===== src/pkg/ascc_cfg.svh =====
`ifndef ASCC_CFG_SVH
`define ASCC_CFG_SVH

// Opcodes held in the upper nibble of a frame.
`define ASCC_OP_WAKE 4'h B
`define ASCC_OP_RD_CFG 4'h C
`define ASCC_OP_RD_DATA 4'h D
`define ASCC_OP_WR_CFG 4'h E
`define ASCC_OP_DEFAULT 4'h F

// Configuration word layout and reset value.
`define ASCC_CFG_W 12
`define ASCC_CFG_RESET 12'h 0FFF
`define ASCC_BIT_NAP 3
`define ASCC_BIT_DEEP 2

// Frame bit counts.
`define ASCC_OP_EDGES 5'h 04
`define ASCC_WORD_EDGES 5'h 10
`define ASCC_MAX_EDGES 5'h 18

// Auto-trigger start spacing in conversion clocks.
`define ASCC_SPACE_500K 6'h 15
`define ASCC_SPACE_250K 6'h 2A

`endif


===== src/pkg/ascc_pkg.sv =====
package ascc_pkg;

    // Configuration word, most significant field first.
    typedef struct packed {
        logic auto_chan;
        logic conversion_clock_int;
        logic man_trig;
        logic rate_250k;
        logic stat_low;
        logic stat_eoc;
        logic stat_out;
        logic anap_off;
        logic nap_off;
        logic deep_off;
        logic tag_en;
        logic run;
    } ascc_cfg_type;

    typedef enum logic [0:0] {
        ST_IDLE = 1'b0,
        ST_FRAME = 1'b1
    } ascc_state_type;

endpackage


===== src/verilog/ascc_top.sv =====
`include "ascc_cfg.svh"

module ascc_top
    import ascc_pkg::*;
#(
    parameter bit P_EIGHT_CHANNELS = 1'b1
) (
    // Clock and reset
    input wire logic I_MCLK,
    input wire logic I_RST_B,
    // Serial port
    input wire logic I_FS_B,
    input wire logic I_SCLK,
    input wire logic I_SDI,
    output logic O_SDO,
    output logic O_SDO_OE,
    // Multipurpose status pin
    input wire logic I_STATUS_PIN,
    output logic O_STATUS_PIN,
    output logic O_STATUS_PIN_OE,
    // Conversion start pin, active low
    input wire logic I_CONVERSION_START_PIN_B,
    // Conversion engine side
    input wire logic [15:0] I_CONV_DATA,
    input wire logic [2:0] I_CONV_TAG,
    input wire logic I_CONV_DONE,
    input wire logic I_CONV_INT,
    output ascc_cfg_type O_CONFIG,
    output logic [2:0] O_CHANNEL,
    output logic O_AUTO_NAP_EN,
    output logic O_NAP_PD,
    output logic O_DEEP_PD,
    output logic [5:0] O_START_SPACING,
    output logic O_CONV_START,
    output logic O_CONVERSION_CLOCK_SERIAL,
    output logic O_WAKE,
    output logic O_SOFT_RESET
);

    logic rst_b;
    ascc_state_type state_reg, state_next;
    logic fs_prev_reg, fs_prev_next;
    logic sclk_prev_reg, sclk_prev_next;
    logic cvs_prev_reg, cvs_prev_next;
    logic [4:0] cnt_reg, cnt_next;
    logic [15:0] in_reg, in_next;
    logic [23:0] out_reg, out_next;
    logic [3:0] op_reg, op_next;
    ascc_cfg_type cfg_reg, cfg_next;
    logic [2:0] chan_reg, chan_next;
    logic post_rst_reg, post_rst_next;
    logic wake_reg, wake_next;
    logic swrst_reg, swrst_next;
    logic start_reg, start_next;
    logic div_reg, div_next;
    logic stat_reg, stat_next;
    logic fs_fall, fs_rise, sclk_fall;
    logic [4:0] cnt_inc;
    logic [15:0] in_shift;
    logic [23:0] out_shift;
    logic [3:0] op_now;
    logic fill;

    ascc_rst_sync u_rst_sync (
        .i_clk(I_MCLK),
        .i_rst_b(I_RST_B),
        .o_rst_b(rst_b)
    );

    // Pins are synchronous to the clock, so edges are taken from one stored copy.
    assign fs_fall = fs_prev_reg & ~I_FS_B;
    assign fs_rise = ~fs_prev_reg & I_FS_B;
    assign sclk_fall = sclk_prev_reg & ~I_SCLK;
    assign cnt_inc = cnt_reg + 5'h 01;
    assign in_shift = {in_reg[14:0], I_SDI};
    assign op_now = in_shift[3:0];
    assign fill = cfg_reg.stat_out ? 1'b0 : I_STATUS_PIN;

    // Without tags the chain bit enters behind the 16 data bits, with tags behind 24.
    always_comb begin
        out_shift = {out_reg[22:0], 1'b0};
        if (cfg_reg.tag_en) begin
            out_shift[0] = fill;
        end else begin
            out_shift[8] = fill;
        end
    end

    always_comb begin
        state_next = state_reg;
        cnt_next = cnt_reg;
        in_next = in_reg;
        out_next = out_reg;
        op_next = op_reg;
        cfg_next = cfg_reg;
        chan_next = chan_reg;
        post_rst_next = post_rst_reg;
        wake_next = 1'b0;
        swrst_next = 1'b0;
        case (state_reg)
            ST_IDLE: begin
                if (fs_fall) begin
                    state_next = ST_FRAME;
                    cnt_next = 5'h 00;
                    in_next = 16'h 0000;
                    op_next = `ASCC_OP_RD_DATA;
                    post_rst_next = 1'b0;
                    if (post_rst_reg) begin
                        out_next = 24'h FF_FFFF;
                    end else begin
                        out_next = {I_CONV_DATA, cfg_reg.tag_en ? I_CONV_TAG : 3'h 0, 5'h 00};
                    end
                end
            end
            ST_FRAME: begin
                if (fs_rise) begin
                    state_next = ST_IDLE;
                end else if (sclk_fall) begin
                    // The counter saturates so long frames never wrap into a new opcode.
                    if (cnt_reg != `ASCC_MAX_EDGES) begin
                        cnt_next = cnt_inc;
                    end
                    in_next = in_shift;
                    out_next = out_shift;
                    if (cnt_inc == `ASCC_OP_EDGES) begin
                        op_next = op_now;
                        if (!op_now[3]) begin
                            if (P_EIGHT_CHANNELS || !op_now[2]) begin
                                chan_next = op_now[2:0];
                                wake_next = 1'b1;
                            end
                        end else begin
                            case (op_now)
                                `ASCC_OP_WAKE: begin
                                    cfg_next.nap_off = 1'b1;
                                    cfg_next.deep_off = 1'b1;
                                    wake_next = 1'b1;
                                end
                                `ASCC_OP_RD_CFG: begin
                                    // The four data MSBs have already left, so the word restarts at the configuration.
                                    out_next = {cfg_reg, 12'h 000};
                                end
                                `ASCC_OP_RD_DATA: begin
                                    // The result loaded at frame start simply keeps shifting out.
                                    op_next = op_now;
                                end
                                `ASCC_OP_DEFAULT: begin
                                    cfg_next = `ASCC_CFG_RESET;
                                    wake_next = 1'b1;
                                end
                                default: begin
                                    op_next = op_now;
                                end
                            endcase
                        end
                    end
                    if (cnt_inc == `ASCC_WORD_EDGES && op_reg == `ASCC_OP_WR_CFG) begin
                        if (!in_shift[0]) begin
                            cfg_next = `ASCC_CFG_RESET;
                            swrst_next = 1'b1;
                            post_rst_next = 1'b1;
                        end else begin
                            cfg_next = in_shift[11:0];
                        end
                    end
                end
            end
            default: begin
                state_next = ST_IDLE;
            end
        endcase
    end

    always_comb begin
        fs_prev_next = I_FS_B;
        sclk_prev_next = I_SCLK;
        cvs_prev_next = I_CONVERSION_START_PIN_B;
        start_next = cfg_reg.man_trig & cvs_prev_reg & ~I_CONVERSION_START_PIN_B;
        div_next = div_reg;
        if (!cfg_reg.conversion_clock_int && sclk_fall) begin
            div_next = ~div_reg;
        end
        stat_next = (cfg_reg.stat_eoc ? I_CONV_DONE : I_CONV_INT) ^ cfg_reg.stat_low;
    end

    always_ff @(posedge I_MCLK or negedge rst_b) begin
        if (!rst_b) begin
            state_reg <= ST_IDLE;
            fs_prev_reg <= 1'b1;
            sclk_prev_reg <= 1'b1;
            cvs_prev_reg <= 1'b1;
            cnt_reg <= 5'h 00;
            in_reg <= 16'h 0000;
            out_reg <= 24'h FF_FFFF;
            op_reg <= `ASCC_OP_RD_DATA;
            cfg_reg <= `ASCC_CFG_RESET;
            chan_reg <= 3'h 0;
            post_rst_reg <= 1'b1;
            wake_reg <= 1'b0;
            swrst_reg <= 1'b0;
            start_reg <= 1'b0;
            div_reg <= 1'b0;
            stat_reg <= 1'b0;
        end else begin
            state_reg <= state_next;
            fs_prev_reg <= fs_prev_next;
            sclk_prev_reg <= sclk_prev_next;
            cvs_prev_reg <= cvs_prev_next;
            cnt_reg <= cnt_next;
            in_reg <= in_next;
            out_reg <= out_next;
            op_reg <= op_next;
            cfg_reg <= cfg_next;
            chan_reg <= chan_next;
            post_rst_reg <= post_rst_next;
            wake_reg <= wake_next;
            swrst_reg <= swrst_next;
            start_reg <= start_next;
            div_reg <= div_next;
            stat_reg <= stat_next;
        end
    end

    assign O_SDO = out_reg[23];
    assign O_SDO_OE = (state_reg == ST_FRAME);
    assign O_STATUS_PIN = stat_reg;
    assign O_STATUS_PIN_OE = cfg_reg.stat_out;
    assign O_CONFIG = cfg_reg;
    assign O_CHANNEL = chan_reg;
    // Doze cannot save power at the fast automatic rate, so it is held off there.
    assign O_AUTO_NAP_EN = ~cfg_reg.anap_off & (cfg_reg.man_trig | cfg_reg.rate_250k);
    assign O_NAP_PD = ~cfg_reg.nap_off;
    assign O_DEEP_PD = ~cfg_reg.deep_off;
    assign O_START_SPACING = cfg_reg.rate_250k ? `ASCC_SPACE_250K : `ASCC_SPACE_500K;
    assign O_CONV_START = start_reg;
    assign O_CONVERSION_CLOCK_SERIAL = div_reg;
    assign O_WAKE = wake_reg;
    assign O_SOFT_RESET = swrst_reg;

endmodule


===== src/verilog/ascc_rst_sync.sv =====
module ascc_rst_sync (
    // Clock and raw reset
    input wire logic i_clk,
    input wire logic i_rst_b,
    // Released reset
    output logic o_rst_b
);

    logic meta_reg;
    logic hold_reg;

    always_ff @(posedge i_clk or negedge i_rst_b) begin
        if (!i_rst_b) begin
            meta_reg <= 1'b0;
            hold_reg <= 1'b0;
        end else begin
            meta_reg <= 1'b1;
            hold_reg <= meta_reg;
        end
    end

    assign o_rst_b = hold_reg;

endmodule


===== config.mk =====
export PLATFORM = sky130hd
export DESIGN_NAME = ascc_top
export DESIGN_NICKNAME = d
export VERILOG_FILES = /design/src/pkg/ascc_pkg.sv /design/src/verilog/ascc_top.sv /design/src/verilog/ascc_rst_sync.sv
export VERILOG_INCLUDE_DIRS = /design/src /design/src/pkg
export SDC_FILE = /design/constraint.sdc
export NUM_CORES = 1
export LEC_CHECK = 0
export ABC_CLOCK_PERIOD_IN_PS = 3300
export BUFFER_PORTS_ARGS = -buffer_cell sky130_fd_sc_hd__buf_2
export CORE_MARGIN = 4
export CORE_UTILIZATION = 30
export DETAILED_ROUTE_END_ITERATION = 8
export PLACE_DENSITY = 0.52
export SYNTH_ARGS = -nofsm -noshare
export SYNTH_HDL_FRONTEND = slang
export SYNTH_SLANG_ARGS = --single-unit

===== constraint.sdc =====
create_clock -name I_MCLK -period 3.3 [get_ports I_MCLK]
set_clock_uncertainty 0.15 [all_clocks]
set_input_delay 0 -clock I_MCLK [delete_from_list [all_inputs] [get_ports I_MCLK]]
set_output_delay 0 -clock I_MCLK [all_outputs]
set_load 0.005 [all_outputs]

== Yosys cells after proc, flatten, opt, wreduce, memory -nomap -nowiden ==
Index checks and enable logic that the tools add are counted.

* Muxes and demuxes: 56
* Divide/modulo/power cells: 0
* Reductions and logical operators: 15
* Eq/ne operators: 14
* Order comparisons: 0
* Shift-type cells: 0
* Add/subtract/negate cells: 1
* Bitwise gates (word level): 19
* Multipliers: 0

{| class="wikitable"
|+ Operators by type and width
! kind !! count
|-
| $mux W24 || 7
|-
| $mux W12 || 4
|-
| $pmux W24 S2 || 1
|-
| $mux W11 || 3
|-
| $mux W1 || 22
|-
| $pmux W11 S2 || 1
|-
| $mux W4 || 5
|-
| $mux W5 || 4
|-
| $eq A4 B4 Y1 const B || 4
|-
| $reduce_and A6 Y1 || 2
|-
| $not A1 Y1 || 11
|-
| $pmux W5 S2 || 1
|-
| $reduce_and A5 Y1 || 2
|-
| $mux W8 || 1
|-
| $ne A2 B1 Y1 const B || 4
|-
| $pmux W4 S2 || 1
|-
| $reduce_and A4 Y1 || 2
|-
| $reduce_bool A2 Y1 || 4
|-
| $and A1 B1 Y1 || 6
|-
| $mux W6 || 1
|-
| $ne A2 B2 Y1 const B || 3
|-
| $add A5 B1 Y5 const B || 1
|-
| $eq A5 B3 Y1 const B || 1
|-
| $eq A5 B5 Y1 const B || 1
|-
| other kinds (10) || 13
|}

* Bits in registers: 71
* RAM bits: 0
* Memory bits (read-only): 0
* Memories kept: 0
* Output and inout bits: 32
* Latch bits: 0
* Word-level logic and storage cells: 134
* Input bits: 28

== Logic depth before layout (Yosys ltp) ==
* Depth in word-level cells: 8
* Mapped depth: 7
* Mapped depth without buffers: 6

== Cells and area by module ==
A second synthesis with hierarchy kept.

* Cell total of the unflattened synthesis: 319
* Area, all modules: 3310.7 um^2

{| class="wikitable"
|+ Modules (own cells, without submodules)
! module !! seq. area each (um^2) !! times used !! cells each !! area each (um^2)
|-
| ascc_top || 1754.2 || 1 || 316 || 3256.9
|-
| ascc_rst_sync || 50.0 || 1 || 3 || 53.8
|}

== Worst setup path before layout ==
Ideal clock, no wire load.

* Path kind: register -> register
* Start: register cnt_reg[0]
* End: register cfg_reg (netlist bit O_CONFIG[10])
* Period minus slack after synthesis: 2265 ps
* Required time: 3070 ps
* Setup slack: 1035 ps
* Path buffers: 1
* Data arrival time: 2035 ps
* Stages on the path, launching flop included: 7
* Cell sequence: dfrtp_1 > ha_1 > o22a_1 > or4b_4 > or3_4 > buf_6 > o22a_1

* Word-level cells in the longest chain between the ends: 5
* Elaborated cells between the ends (all ways): 9
* Those cells by class: 1 x add/sub; 2 x eq/ne; 1 x mux; 5 x reduce/logical

{| class="wikitable"
|+ Ends and longest elaborated chain
! what !! line !! source
|-
| start, declared || ascc_top.sv:45 || <nowiki>logic [4:0] cnt_reg, cnt_next;</nowiki>
|-
| start signal, assigned || ascc_top.sv:192 || <nowiki>cnt_reg <= 5'h 00;</nowiki>
|-
| start signal, assigned || ascc_top.sv:209 || <nowiki>cnt_reg <= cnt_next;</nowiki>
|-
| $add A5 B1 Y5 * || ascc_top.sv:74 || <nowiki>assign cnt_inc = cnt_reg + 5'h 01;</nowiki>
|-
| $eq A5 B5 Y1 (no source line) || -- ||
|-
| $logic_and A1 B1 Y1 (no source line) || -- ||
|-
| $reduce_bool A2 Y1 (no source line) || -- ||
|-
| $reduce_and A6 Y1 (no source line) || -- ||
|-
| end signal, assigned || ascc_top.sv:196 || <nowiki>cfg_reg <= `ASCC_CFG_RESET;</nowiki>
|-
| end signal, assigned || ascc_top.sv:213 || <nowiki>cfg_reg <= cfg_next;</nowiki>
|-
| end, declared || ascc_top.sv:49 || <nowiki>ascc_cfg_type cfg_reg, cfg_next;</nowiki>
|}

Every way passes the cells marked *; elsewhere a longest branch is shown, timed or not.
A chain may end at the register's enable or synchronous reset.

== Final worst setup path ==
* Start: register sclk_prev_reg
* End: register out_reg[8]

* Word-level cells in the longest chain between the ends: 3

{| class="wikitable"
|+ Ends and longest elaborated chain
! what !! line !! source
|-
| start, declared || ascc_top.sv:43 || <nowiki>logic sclk_prev_reg, sclk_prev_next;</nowiki>
|-
| start signal, assigned || ascc_top.sv:207 || <nowiki>sclk_prev_reg <= sclk_prev_next;</nowiki>
|-
| $and A1 B1 Y1 || ascc_top.sv:73 || <nowiki>assign sclk_fall = sclk_prev_reg & ~I_SCLK;</nowiki>
|-
| $ne A2 B1 Y1 (no source line) || -- ||
|-
| $reduce_and A3 Y1 (no source line) || -- ||
|-
| end signal, assigned || ascc_top.sv:194 || <nowiki>out_reg <= 24'h FF_FFFF;</nowiki>
|-
| end signal, assigned || ascc_top.sv:211 || <nowiki>out_reg <= out_next;</nowiki>
|-
| end, declared || ascc_top.sv:47 || <nowiki>logic [23:0] out_reg, out_next;</nowiki>
|}

No other way between the ends.

==> flow_metrics.py <==
metrics = {
    "die": {
        "fp.dieW_um": 110.9,
        "rows": 37,
        "die_h_um": 110.9,
        "dieArea_um2": 12290,
        "io_pins": 60,
        "start_util_pct": 30.75,
        "core_um2": 10320,
    },
    "route": {
        "drc": 0,
        "vias": 2604,
        "firstDrtPassIters": 6,
        "ant_nets": 0,
        "post_drt_wl_per_cell_um": 15.46,
        "drt_wl_total_um": 8162,
        "drtIter0Drc": 117,
        "vias_per_cell": 4.932,
    },
    "global_route": {
        "overflow": 0,
        "antenna_found_initial": 0,
        "grt_pass1_vias": 2585,
        "grt_max_degree": 48,
        "grt_pass1_wl_um": 13630,
        "grtUsageTotal_pct": 13.71,
    },
    "yosys": {
        "synth-edff-count": 0,
        "syn_area_um2": 3174,
        "synth_area_leaders": "dfstp_2, dfrtp_1, nand2_1, a221o_1, o21ai_0",
        "post-synth-top-area-cell": "dfstp_2",
        "yosysMostFrequentCell": "dfstp_2",
        "synth_warnings": 0,
        "synth_cells": 305,
        "syn_area_per_cell_um2": 10.41,
        "ys_types": 40,
        "ys.flop_type": "dfstp_2",
        "synth_top_area_share_pct": 34.77,
        "seq_area_frac_synth_pct": 56.84,
        "ys_seq_elements": 70,
        "yosys-top-cells-count": "dfstp_2, nand2_1, dfrtp_1",
        "async_reset_ff_share_pct": 100.0,
    },
    "layout": {
        "nFillCells": 1013,
        "largest_reg_flops": 24,
        "nNetsFinal": 418,
        "regArea_um2": 1805,
        "n_antenna_cell": 0,
        "drive_gt1_share_pct": 33.67,
        "areaGrowthSynthToFinish_pct": 27.99,
        "fin_util_pct": 39.35,
        "multi_input_area_um2": 1230,
    },
    "timing": {
        "tightest_slew_ns": 0.9949,
        "timing.fmax_ghz": 0.4003,
        "slew_headroom_pct": 33.67,
        "period_share_pct": 75.71,
        "layout_min_cycle_time_ns": 2.498,
        "final_max_slew_viol_count": 0,
        "final-setup-viol-count": 0,
        "setup_tns_ns": 0,
        "rsz0062_at_grt": "false",
        "finalHoldViolations": 0,
        "hold_ws_ns": 0.1008,
    },
    "worst_setup_path": {
        "start_kind": "register",
        "rr_startpoint": "sclk_prev_reg",
        "cp.required_ns": 3.42,
        "crit_fanout": 12,
        "endpoint_kind": "register",
        "worstPathArrival_ns": 2.61,
        "worstSetupPathType": "register to register",
        "crit_path_start": "sclk_prev_reg",
    },
    "placement": {
        "dp_hpwl_um": 5627,
        "place_congestion": 0.7598,
        "port_buffers": 58,
    },
    "cts": {
        "cts_tree": "built",
        "cts_root_buf": "clkbuf_8",
        "clock_path_buffers": 2,
        "clk_pin_slew_worst_paths_ns": 0.09,
        "htreeDepth": 3,
        "clock_latency_ns": 0.34,
        "numClockSinks": 70,
        "cts_setup_buffers": 0,
        "cts_buffers": 9,
    },
    "power_and_ir_drop": {
        "ir_drop_mv": 0.2597,
        "p_leak_nw": 1.862,
        "powerDensity_nw_per_um2": 559.1,
        "total_power_w": 0.002272,
    },
    "status": {
        "status": "finished clean",
    },
    "flow_run": {
        "maxCapViolCount": 0,
    },
    "min_path": {
        "hold_class": "register to asynchronous set/reset pin",
    },
}
-- timing repair --
item	in CTS	in global routing
hold endpoints to repair	37	0
hold buffers	28	0
gates resized for setup	0	0
-- final cells by class --
class / count / area share, %
Inverter: 9 / 0.8315
Timing Repair Buffer: 92 / 15.15
Clock inverter: 7 / 2.063
Clock buffer: 9 / 3.049
Multi-Input combinational cell: 205 / 30.27
Tap cell: 136 / 4.188
Sequential cell: 70 / 44.44
-- through the flow --
stage / worst slack, ns / instance area, µm² / std cells
3_5_place_dp: 0.8197 / 3575 / 484
6_report: 0.8016 / 4063 / 528
5_1_grt: 0.5291 / 4063 / 528
3_3_place_gp: 0.8702 / 3575 / 484
2_1_floorplan: 1.035 / 3178 / 306
4_1_cts: 0.8145 / 4063 / 528
-- kinds of logic (layout without fill, tap and decap cells) --
| family | after synthesis | after routing | synth area share (%) |
|---|---|---|---|
| buffers and inverters | 31 | 117 | 4.730 |
| other | 1 | 2 | 0.1181 |
| AO/OA/AOI/OAI | 84 | 84 | 18.49 |
| multiplexers | 7 | 7 | 2.326 |
| adder cells (fa/ha/maj) | 3 | 3 | 1.183 |
| flip-flops | 70 | 70 | 56.84 |
| AND/OR/NAND/NOR | 105 | 105 | 15.22 |
| XOR/XNOR | 4 | 4 | 1.104 |
-- per-layer routing --
layer | routed length, µm | GRT usage, % | part of all wire (%)
met5 | 0 | 0 | 0
met3 | 343 | 3.876 | 4.2
met2 | 3843 | 21.12 | 47
met4 | 75 | 4.105 | 0.92
met1 | 3901 | 18.75 | 48
-- critical path, cell delays in order (launching register included) --
cell	delay (ns)
dfstp_2	0.52
nor2b_1	0.26
nand3_1	0.28
a21oi_1	0.86
a221oi_1	0.19
a21oi_1	0.18
-- layout by cell type (no fill, tap or decap), drive strengths merged, types with 3 or more instances in the layout --
cell / count
a21oi: 19
a221o: 11
a22o: 9
a31oi: 5
and3: 3
buf: 64
clkbuf: 9
clkinv: 4
dfrtp: 28
dfstp: 42
dlygate4sd3: 28
ha: 3
inv: 10
mux2: 3
mux2i: 4
nand2: 40
nand2b: 7
nand3: 14
nor2: 27
nor3: 4
o21ai: 21
o22a: 11
xnor2: 4
-- final timing paths --
| check | slack [ns] | cells after the start | endpoint |
|---|---|---|---|
| max | 0.80 | 5 | out_reg[8] |
| min reg2reg | 0.10 | 0 | O_STATUS_PIN |
| min | 0.10 | 0 | O_STATUS_PIN |
| min in group I_MCLK | 0.17 | 2 | cvs_prev_reg |
| max reg2reg | 0.80 | 5 | out_reg[8] |
| max in group asynchronous | 1.91 | 1 | O_SDO_OE |
-- report_power, final --
group / leakage (nW) / internal, W / total (W) / switching (W)
registers: 0.809 / 0.00106 / 0.00117 / 0.000111
logic: 0.951 / 0.000195 / 0.000386 / 0.000192
clock network: 0.102 / 0.000359 / 0.000718 / 0.000359
total: 1.86 / 0.00161 / 0.00227 / 0.000661
No activity file was read; power rests on OpenSTA's default activity.
